## config.mk

```make
export PLATFORM = sky130hd
export DESIGN_NAME = nacd_top
export DESIGN_NICKNAME = d
export VERILOG_FILES = /design/src/verilog/nacd_pkg.sv /design/src/verilog/nacd_dec_if.sv /design/src/verilog/nacd_event_count.sv /design/src/verilog/nacd_field_decode.sv /design/src/verilog/nacd_top.sv
export SDC_FILE = /design/constraint.sdc
export NUM_CORES = 1
export LEC_CHECK = 0
export ABC_CLOCK_PERIOD_IN_PS = 2750
export BUFFER_PORTS_ARGS = -buffer_cell sky130_fd_sc_hd__buf_4
export CAP_MARGIN = 5
export CORE_ASPECT_RATIO = 1.5
export CORE_MARGIN = 2
export CORE_UTILIZATION = 50
export CTS_CLUSTER_SIZE = 10
export DETAILED_ROUTE_END_ITERATION = 8
export GPL_TIMING_DRIVEN = 0
export PLACE_DENSITY = 0.79
export RECOVER_POWER = 50
export SLEW_MARGIN = 10
export SYNTH_ARGS = -nofsm -noshare
export SYNTH_HDL_FRONTEND = slang
export SYNTH_SLANG_ARGS = --single-unit
```

## constraint.sdc

```tcl
create_clock -name i_sys_clk -period 2.75 [get_ports i_sys_clk]
set_clock_uncertainty 0.05 [all_clocks]
set_input_delay 0.55 -clock i_sys_clk [delete_from_list [all_inputs] [get_ports i_sys_clk]]
set_output_delay 0.55 -clock i_sys_clk [all_outputs]
set_load 0.05 [all_outputs]
```

## src/verilog/nacd_pkg.sv

```systemverilog
// Function
// RULE_01: id is 16 bits, 1100 header, bits 7,3 zero
// RULE_02: any unlisted field value is invalid
// RULE_03: access type picks reg, var, mem, raw
// RULE_04: subtype must be zero unless memory access
// RULE_05: memory subtypes 4..7 pick overlay banks 0..3
// RULE_06: size code 0,1,2 means 8,16,32 bits
// RULE_07: bit 0 low writes, high reads
// RULE_08: register access only c402 and c403
// RULE_09: variable access accepts c500 to c505
// RULE_10: overlay banks 0,1 accept c640..5, c650..5
// RULE_11: overlay banks 2,3 accept c660..5, c670..5
// RULE_12: raw access accepts c700 to c705
// RULE_13: invalid id raises error, starts no access
`default_nettype none

package nacd_pkg;
  // ---------------------------------------------------------------
  // identifier layout
  // ---------------------------------------------------------------
  localparam int ID_W = 16;
  localparam int HDR_MSB = 15;
  localparam int HDR_LSB = 12;
  localparam logic [3:0] HDR_VAL = 4'hc;
  localparam int PROC_MSB = 11;
  localparam int PROC_LSB = 10;
  localparam logic [1:0] PROC_IMG_SPACE = 2'h1;
  localparam int ACC_MSB = 9;
  localparam int ACC_LSB = 8;
  localparam int ZERO_HI = 7;
  localparam int SUB_MSB = 6;
  localparam int SUB_LSB = 4;
  localparam int ZERO_LO = 3;
  localparam int SIZE_MSB = 2;
  localparam int SIZE_LSB = 1;
  localparam int RW_BIT = 0;
  localparam logic [2:0] SUB_NONE = 3'h0;
  localparam logic [1:0] SIZE_8 = 2'h0;
  localparam logic [1:0] SIZE_16 = 2'h1;
  localparam logic [1:0] SIZE_32 = 2'h2;
  localparam logic [1:0] SIZE_BAD = 2'h3;

  typedef enum logic [1:0] {
    NACD_REG = 2'h0,
    NACD_VAR = 2'h1,
    NACD_MEM = 2'h2,
    NACD_RAW = 2'h3
  } nacd_access_t;

  // ---------------------------------------------------------------
  // error code bits
  // ---------------------------------------------------------------
  localparam int ERR_W = 5;
  localparam int ERR_HDR = 0;
  localparam int ERR_PROC = 1;
  localparam int ERR_SUB = 2;
  localparam int ERR_SIZE = 3;
  localparam int ERR_REG_SIZE = 4;
  localparam int CNT_W = 16;

  // ---------------------------------------------------------------
  // listed legal identifiers, kept apart from the field logic
  // ---------------------------------------------------------------
  localparam logic [15:0] ID_REG_SET = 16'hc402;
  localparam logic [15:0] ID_REG_GET = 16'hc403;
  localparam logic [7:0] ID_LOW_LAST = 8'h05;
  localparam logic [7:0] ID_VAR_HI = 8'hc5;
  localparam logic [7:0] ID_MEM_HI = 8'hc6;
  localparam logic [7:0] ID_RAW_HI = 8'hc7;
  localparam logic [3:0] ID_BANK0_NIB = 4'h4;

  function automatic logic nacd_listed(input logic [15:0] id);
    logic lo_ok;
    logic mem_ok;
    lo_ok = (id[3:0] <= ID_LOW_LAST[3:0]);
    // bit 7 must stay clear, so the bank nibble runs 4..7 only
    mem_ok = (id[15:8] == ID_MEM_HI) && (id[7:4] >= ID_BANK0_NIB)
      && !id[7] && lo_ok;
    return (id == ID_REG_SET) || (id == ID_REG_GET)
      || (id[15:8] == ID_VAR_HI && id[7:0] <= ID_LOW_LAST)
      || mem_ok
      || (id[15:8] == ID_RAW_HI && id[7:0] <= ID_LOW_LAST);
  endfunction : nacd_listed
endpackage : nacd_pkg

`default_nettype wire

```

## src/verilog/nacd_dec_if.sv

```systemverilog
`default_nettype none

interface nacd_dec_if;
  import nacd_pkg::*;
  logic [ID_W-1:0] id;
  logic legal;
  nacd_access_t access;
  logic [1:0] bank;
  logic [1:0] size;
  logic read;
  logic [ERR_W-1:0] err;

  modport dec (
    input id,
    output legal, access, bank, size, read, err
  );
  modport use_side (
    output id,
    input legal, access, bank, size, read, err
  );
endinterface : nacd_dec_if

`default_nettype wire

```

## src/verilog/nacd_event_count.sv

```systemverilog
`default_nettype none

module nacd_event_count #(
  parameter int W = nacd_pkg::CNT_W
) (
  // clock and reset
  input wire logic i_sys_clk,
  input wire logic i_rst,
  // event
  input wire logic i_inc,
  output logic [W-1:0] o_count
);
  logic [W-1:0] next_count;

  // saturates so a long run never wraps to a small figure
  always_comb begin
    next_count = o_count;
    if (i_inc && (o_count != {W{1'b1}})) begin
      next_count = o_count + 1'b1;
    end
  end

  always_ff @(posedge i_sys_clk) begin
    if (i_rst) begin
      o_count <= '0;
    end else begin
      o_count <= next_count;
    end
  end
endmodule : nacd_event_count

`default_nettype wire

```

## src/verilog/nacd_field_decode.sv

```systemverilog
`default_nettype none

module nacd_field_decode (
  nacd_dec_if.dec dif
);
  import nacd_pkg::*;

  logic [3:0] hdr;
  logic [1:0] proc_f;
  logic [2:0] sub_f;
  logic [1:0] size_f;

  always_comb begin
    hdr = dif.id[HDR_MSB:HDR_LSB];
    proc_f = dif.id[PROC_MSB:PROC_LSB];
    sub_f = dif.id[SUB_MSB:SUB_LSB];
    size_f = dif.id[SIZE_MSB:SIZE_LSB];
    dif.access = nacd_access_t'(dif.id[ACC_MSB:ACC_LSB]); // [RULE_03]
    dif.bank = sub_f[1:0]; // [RULE_05]
    dif.size = size_f; // [RULE_06]
    dif.read = dif.id[RW_BIT]; // [RULE_07]
    dif.err = '0;
    // fixed header and the two zero bits
    dif.err[ERR_HDR] = (hdr != HDR_VAL) || dif.id[ZERO_HI]
      || dif.id[ZERO_LO]; // [RULE_01]
    dif.err[ERR_PROC] = (proc_f != PROC_IMG_SPACE); // [RULE_02]
    dif.err[ERR_SIZE] = (size_f == SIZE_BAD); // [RULE_02]
    // only the upper half of the subtype range names a bank
    if (dif.access == NACD_MEM) begin
      dif.err[ERR_SUB] = !sub_f[2]; // [RULE_05] [RULE_11]
    end else begin
      dif.err[ERR_SUB] = (sub_f != SUB_NONE); // [RULE_04] [RULE_12]
    end
    dif.err[ERR_REG_SIZE] = (dif.access == NACD_REG)
      && (size_f != SIZE_16); // [RULE_08]
    dif.legal = (dif.err == '0); // [RULE_02] [RULE_09] [RULE_10]
  end
endmodule : nacd_field_decode

`default_nettype wire

```

## src/verilog/nacd_top.sv

```systemverilog
`default_nettype none

module nacd_top #(
  parameter int CW = nacd_pkg::CNT_W
) (
  // clock and reset
  input wire logic i_sys_clk,
  input wire logic i_rst,
  // command from host
  input wire logic i_cmd_valid,
  input wire logic [nacd_pkg::ID_W-1:0] i_cmd_id,
  output logic o_cmd_ready,
  // request to access dispatcher
  output logic o_disp_valid,
  input wire logic i_disp_ready,
  output logic [nacd_pkg::ID_W-1:0] o_disp_id,
  output nacd_pkg::nacd_access_t o_disp_access,
  output logic [1:0] o_disp_bank,
  output logic [1:0] o_disp_size,
  output logic o_disp_read,
  // rejection report
  output logic o_err,
  output logic [nacd_pkg::ERR_W-1:0] o_err_code,
  output logic [nacd_pkg::ID_W-1:0] o_err_id,
  // running tallies
  output logic [CW-1:0] o_accept_count,
  output logic [CW-1:0] o_reject_count
);
  import nacd_pkg::*;

  // ---------------------------------------------------------------
  // state
  // ---------------------------------------------------------------
  typedef enum logic [1:0] {
    S_IDLE = 2'b01,
    S_HOLD = 2'b10
  } nacd_state_t;

  nacd_state_t state;
  nacd_state_t next_state;
  logic take;
  logic accept;
  logic reject;
  logic next_disp_valid;
  logic [ID_W-1:0] next_disp_id;
  nacd_access_t next_disp_access;
  logic [1:0] next_disp_bank;
  logic [1:0] next_disp_size;
  logic next_disp_read;
  logic next_err;
  logic [ERR_W-1:0] next_err_code;
  logic [ID_W-1:0] next_err_id;

  nacd_dec_if dif ();

  assign dif.id = i_cmd_id;

  nacd_field_decode u_decode (
    .dif (dif)
  );

  // ---------------------------------------------------------------
  // handshake
  // ---------------------------------------------------------------
  // one command in flight: the host waits while the dispatcher stalls
  assign o_cmd_ready = (state == S_IDLE);
  assign take = i_cmd_valid && o_cmd_ready;
  assign accept = take && dif.legal;
  assign reject = take && !dif.legal; // [RULE_13]

  always_comb begin
    next_state = state;
    next_disp_valid = o_disp_valid;
    next_disp_id = o_disp_id;
    next_disp_access = o_disp_access;
    next_disp_bank = o_disp_bank;
    next_disp_size = o_disp_size;
    next_disp_read = o_disp_read;
    case (state)
      S_IDLE: begin
        // a rejected id never reaches the dispatcher
        if (accept) begin
          next_state = S_HOLD;
          next_disp_valid = 1'b1; // [RULE_13]
          next_disp_id = i_cmd_id;
          next_disp_access = dif.access; // [RULE_03]
          next_disp_bank = dif.bank; // [RULE_05]
          next_disp_size = dif.size; // [RULE_06]
          next_disp_read = dif.read; // [RULE_07]
        end
      end
      S_HOLD: begin
        if (i_disp_ready) begin
          next_state = S_IDLE;
          next_disp_valid = 1'b0;
        end
      end
      default: begin
        next_state = S_IDLE;
        next_disp_valid = 1'b0;
      end
    endcase
  end

  always_ff @(posedge i_sys_clk) begin
    if (i_rst) begin
      state <= S_IDLE;
      o_disp_valid <= 1'b0;
      o_disp_id <= '0;
      o_disp_access <= NACD_REG;
      o_disp_bank <= '0;
      o_disp_size <= '0;
      o_disp_read <= 1'b0;
    end else begin
      state <= next_state;
      o_disp_valid <= next_disp_valid;
      o_disp_id <= next_disp_id;
      o_disp_access <= next_disp_access;
      o_disp_bank <= next_disp_bank;
      o_disp_size <= next_disp_size;
      o_disp_read <= next_disp_read;
    end
  end

  // ---------------------------------------------------------------
  // rejection report
  // ---------------------------------------------------------------
  // code and id stay until the next rejection for late readers
  always_comb begin
    next_err = reject; // [RULE_13]
    next_err_code = o_err_code;
    next_err_id = o_err_id;
    if (reject) begin
      next_err_code = dif.err; // [RULE_02]
      next_err_id = i_cmd_id;
    end
  end

  always_ff @(posedge i_sys_clk) begin
    if (i_rst) begin
      o_err <= 1'b0;
      o_err_code <= '0;
      o_err_id <= '0;
    end else begin
      o_err <= next_err;
      o_err_code <= next_err_code;
      o_err_id <= next_err_id;
    end
  end

  // ---------------------------------------------------------------
  // tallies
  // ---------------------------------------------------------------
  nacd_event_count #(.W(CW)) u_acc_cnt (
    .i_sys_clk (i_sys_clk),
    .i_rst (i_rst),
    .i_inc (accept),
    .o_count (o_accept_count)
  );

  nacd_event_count #(.W(CW)) u_rej_cnt (
    .i_sys_clk (i_sys_clk),
    .i_rst (i_rst),
    .i_inc (reject),
    .o_count (o_reject_count)
  );
endmodule : nacd_top

`default_nettype wire
```

---- Yosys cells after proc, flatten, opt, wreduce, memory -nomap -nowiden ----
Cells that the tools add are included.
storage, ports and cells
  register bits after elaboration ......... 80
  input port bits ......................... 20
  output and inout bits ................... 79
  word-level logic and storage cells ...... 47
operators by class
  add/subtract/negate cells ............... 2
  equal/unequal tests ..................... 11
  mux-type cells .......................... 7
  reduce and logical (&&, ||, !) cells .... 15
operator list
  operator                 count
  $add A16 B1 Y16 const B  2
  $ne A16 B16 Y1 const B   2
  $eq A2 B2 Y1 const B     3
  $logic_and A1 B1 Y1      6
  $ne A2 B1 Y1 const B     3
  $logic_not A5 Y1         1
  $mux W2                  2
  $ne A4 B4 Y1 const B     1
  $pmux W2 S2              1
  $reduce_and A2 Y1        2
  $mux W1                  3
  $reduce_bool A3 Y1       1
  $eq A2 B1 Y1 const B     1
  $logic_not A1 Y1         2
  $logic_not A2 Y1         1
  $logic_or A1 B1 Y1       2
  $ne A2 B2 Y1 const B     1
  $pmux W1 S2              1

---- Depth between registers and ports, before layout ----
  word-level depth ........................ 7
  mapped depth ............................ 7
  depth with buffers taken out ............ 6

---- Modules after synthesis ----
From an unflattened synthesis, not the netlist that was laid out.
unflattened totals
  cells, all modules ...................... 401
  area total of the unflattened synthesis .. 3828.7 um2
by module, submodules not included
  module             times used  cells an instance  area each (um2)  sequential area each (um2)
  nacd_top           1           184                1996.9           940.9
  nacd_event_count   2           99                 848.3            320.3
  nacd_field_decode  1           19                 135.1            0.0

---- Worst setup path after synthesis ----
No wires, ideal clock.
  path kind ............................... reg2reg
  from .................................... register, netlist name o_disp_valid
  to ...................................... register o_disp_id[1] (netlist name)
  library setup time ...................... 0.070 ns
  arrival time ............................ 2.389 ns
  data required time ...................... 2.630 ns
  slack ................................... 0.240 ns
  stages on the path, launching flop included .. 7
  path buffers ............................ 1
  clock period less this slack ............ 2.510 ns
  cell sequence ........................... dfxtp_1 -> nor2b_1 -> nand2_1 -> nor4_2 -> clkbuf_1 -> nand2_1 -> a21oi_1
RTL lines
  element               line             RTL
  end signal, assigned  nacd_top.sv:117  o_disp_id <= next_disp_id;
  end, declared         nacd_top.sv:16   output logic [nacd_pkg::ID_W-1:0] o_disp_id,

---- Final worst setup path ----
  from .................................... input port i_cmd_id[3] (netlist name)
  to ...................................... register o_disp_id[2] (netlist name)
between the ends
  longest elaborated chain between the ends .. 4
RTL lines
  element                             line                     RTL
  start, declared                     nacd_top.sv:11           input wire logic [nacd_pkg::ID_W-1:0] i_cmd_id,
  $logic_or A1 B1 Y1                  nacd_field_decode.sv:25  || dif.id[ZERO_LO];
  $logic_not A5 Y1                    nacd_field_decode.sv:36  dif.legal = (dif.err == '0);
  $logic_and A1 B1 Y1                 nacd_top.sv:68           assign accept = take && dif.legal;
  $reduce_and A2 Y1 (no source line)  --
Every way passes these cells.
A chain may end at the register's enable or synchronous reset.

==> flow_metrics.env <==
export IMPL_avgSynthCellArea_um2=8.187
export IMPL_n_fill_cell=614
export IMPL_peakVddDrop_mv=0.4083
export IMPL_syn_inst=381
export IMPL_final_area_um2=3887
export IMPL_core_area_um2=6087
export IMPL_fin_crit_sh=0.9215
export IMPL_clockRootBuffer="clkbuf_8"
export IMPL_cts_buffers=9
export IMPL_vias_per_cell=5.641
export IMPL_ys_top_cells_by_count="72 x dfxtp_1, 67 x nand2_1, 52 x a21oi_1"
export IMPL_via_count=3204
export IMPL_synth_edf_count=0
export IMPL_drcViolationCount=0
export IMPL_synth_top_area_cell="dfxtp_1"
export IMPL_drt_iter0_drc=216
export IMPL_hold_buffers=0
export IMPL_arrival_ps=2770
export IMPL_fmax_mhz=394.6
export IMPL_hold_violations=0
export IMPL_clockBufferDepth=2
export IMPL_overflow=0
export IMPL_dpl_cell_area_um2=3940
export IMPL_synth_simple_area_share=0.2964
export IMPL_worst_slew_pin_slew_ps=946.0
export IMPL_synth_main_ff_cell="dfxtp_1"
export IMPL_drv_cap=0
export IMPL_synth_compound_area_share=0.1588
export IMPL_synth_top_area_frac=0.4621
export IMPL_rsz0062_at_grt="false"
export IMPL_ios=99
export IMPL_cts_tree="yes"
export IMPL_relSlewSlack=0.3645
export IMPL_cp_max_fo=10
export IMPL_final_antenna_net_count=0
export IMPL_start_util=0.5124
export IMPL_num_rows=35
export IMPL_async_flop_share=0
export IMPL_grt_usage=0.2569
export IMPL_ctsResizeCount=0
export IMPL_portBuffers=97
export IMPL_ys_types=37
export IMPL_firstDrtPassIters=4
export IMPL_die_y_um=100.7
export IMPL_cp_cell_sequence="buf_4 > nor4_2 > nand3_1 > nor4_2 > clkbuf_1 > nand2_1 > a21oi_1"
export IMPL_syn_nets=403
export IMPL_htreeDepth=3
export IMPL_maxSlewViolCount=0
export IMPL_slowest_delay_ps=850
export IMPL_grt_max_degree=14
export IMPL_gp_congestion=0.8134
export IMPL_synth_top_family_by_area="simple AND/OR/NAND/NOR gates"
export IMPL_grt_pass1_wl_um=13390
export IMPL_p_leak_uw=0.001291
export IMPL_die_x_um=68.49
export IMPL_synth_most_common_cell="dfxtp_1"
export IMPL_layout_min_cycle_time_ps=2534
export IMPL_hold_class="in -> reg"
export IMPL_fin_tns_setup_ps=0
export IMPL_n_antenna_cell=0
export IMPL_insertion_delay_ps=360
export IMPL_worstPathRequired_ps=2980
export IMPL_netlist_top_cells_area="dfxtp_1 46%, a21oi_1 8.3%, nand2_1 8.1%"
export IMPL_path_clk_slew_ps=80
export IMPL_yosysSeqAreaShare=0.4621
export IMPL_critPathCaptureType="flop"
export IMPL_crit_path_frequent_cell="nor4_2"
export IMPL_wire_per_inst_um=15.12
export IMPL_dpl_hpwl_um=6359
export IMPL_syn2layout_area_growth_pct=24.63
export IMPL_synth_area_um2=3119
export IMPL_rrSetupSlack_ps=380
export IMPL_synth_fa_ha_area_frac=0.008022
export IMPL_synth_mux_area_frac=0.02487
export IMPL_die_area_um2=6899
export IMPL_worstSetupPathType="in -> reg"
export IMPL_fin_nets=511
export IMPL_powerDensity_nw_per_um2=576.4
export IMPL_grt_antenna_before_repair=0
export IMPL_cts_sinks=72
export IMPL_synthXorXnorAreaFrac=0.002808
export IMPL_setup_viol=0
export IMPL_drive_above_1_share=0.1194
export IMPL_synth_warnings=0
export IMPL_cp_start_kind="input port"
export IMPL_cpMaxStageDelayCell="nor4_2"
export IMPL_status="complete, no violations"
export IMPL_post_cts_buffers=0
export IMPL_synth_seq_cells=72
export IMPL_wirelength_um=8587
export IMPL_grt_pass1_vias=2898
==> cells by family (layout without fill, tap and decap cells) <==
logic type | count (synthesis) | count (layout)
flip-flops | 72 | 72
AO/OA/AOI/OAI | 87 | 87
XOR/XNOR | 1 | 1
AND/OR/NAND/NOR | 181 | 181
adder cells (fa/ha/maj) | 2 | 2
multiplexers | 7 | 7
buffers and inverters | 31 | 144
==> worst max-delay path: cells and delay by family <==
family          cells  cell delay (ps)
simple gates        4             1550
buf+inv             2              520
compound gates      1              150
==> state kept, by name (all words and copies together) (netlist names) <==
register / flops
state: 1
o_disp_id: 16
u_rej_cnt.o_count: 16
o_err_code: 5
o_err_id: 16
o_disp_valid: 1
o_err: 1
u_acc_cnt.o_count: 16
==> area by class of cell <==
| cell class | instances | area [um2] | share of cell area |
|---|---|---|---|
| Tap cell | 74 | 92.59 | 0.02382 |
| Multi-Input combinational cell | 278 | 1531 | 0.3939 |
| Timing Repair Buffer | 97 | 446.7 | 0.1149 |
| Inverter | 6 | 22.52 | 0.005793 |
| Sequential cell | 72 | 1441 | 0.3708 |
| Clock inverter | 6 | 91.34 | 0.02350 |
| Buffer | 25 | 123.9 | 0.03186 |
| Clock buffer | 10 | 137.6 | 0.03540 |
==> where the power goes <==
part / internal [uW] / leakage (uW) / switching (uW)
registers: 1060 / 0.000585 / 13.8
logic: 51.1 / 0.000602 / 155
clock network: 538 / 0.000105 / 420
==> layout by cell type, fill, tap and decap left out, types with 6 or more instances in the layout <==
cell       n
clkbuf_1  90
o21ai_0   13
nor2b_1    8
nand2_1   67
clkbuf_8  10
nand3_1   18
nand4_1   13
dfxtp_1   72
or4_1     13
buf_4     29
a21oi_1   52
nor3_1     6
o31ai_1   13
or3_1     14
inv_1      6
nor2_1    24
==> worst paths after layout <==
check	from	to	depth (start not counted)
max	i_cmd_id[3]	o_disp_id[2]	7
min	i_cmd_id[7]	o_err_id[7]	3
max reg2reg	u_acc_cnt.o_count[2]	u_acc_cnt.o_count[15]	5
min reg2reg	o_err_id[11]	o_err_id[11]	2
==> per-layer routing <==
| layer | vias to the layer above | GRT usage | share of wire |
|---|---|---|---|
| met1 | 1520 | 0.2947 | 0.41 |
| li1 | 1578 | - | - |
| met4 | 0 | 0.1031 | 0.022 |
| met3 | 17 | 0.06816 | 0.051 |
| met5 | - | 0 | 0 |
| met2 | 89 | 0.4393 | 0.52 |
==> stage by stage <==
step	power (uW)	util	setup WS, ps	hold WS [ps]	std cells
final	2241	0.6386	215.9	396.5	568
after global routing	2303	0.6386	69.50	394.4	568
after CTS	2266	0.6849	244.4	387.3	568
after detailed placement	1323	0.6473	-117.9	396.1	552
after global placement	1319	0.6473	-43.18	389.2	552
after floorplan	1235	-	240.5	487.7	381
Note: power is estimated with default switching activity, not from simulation.
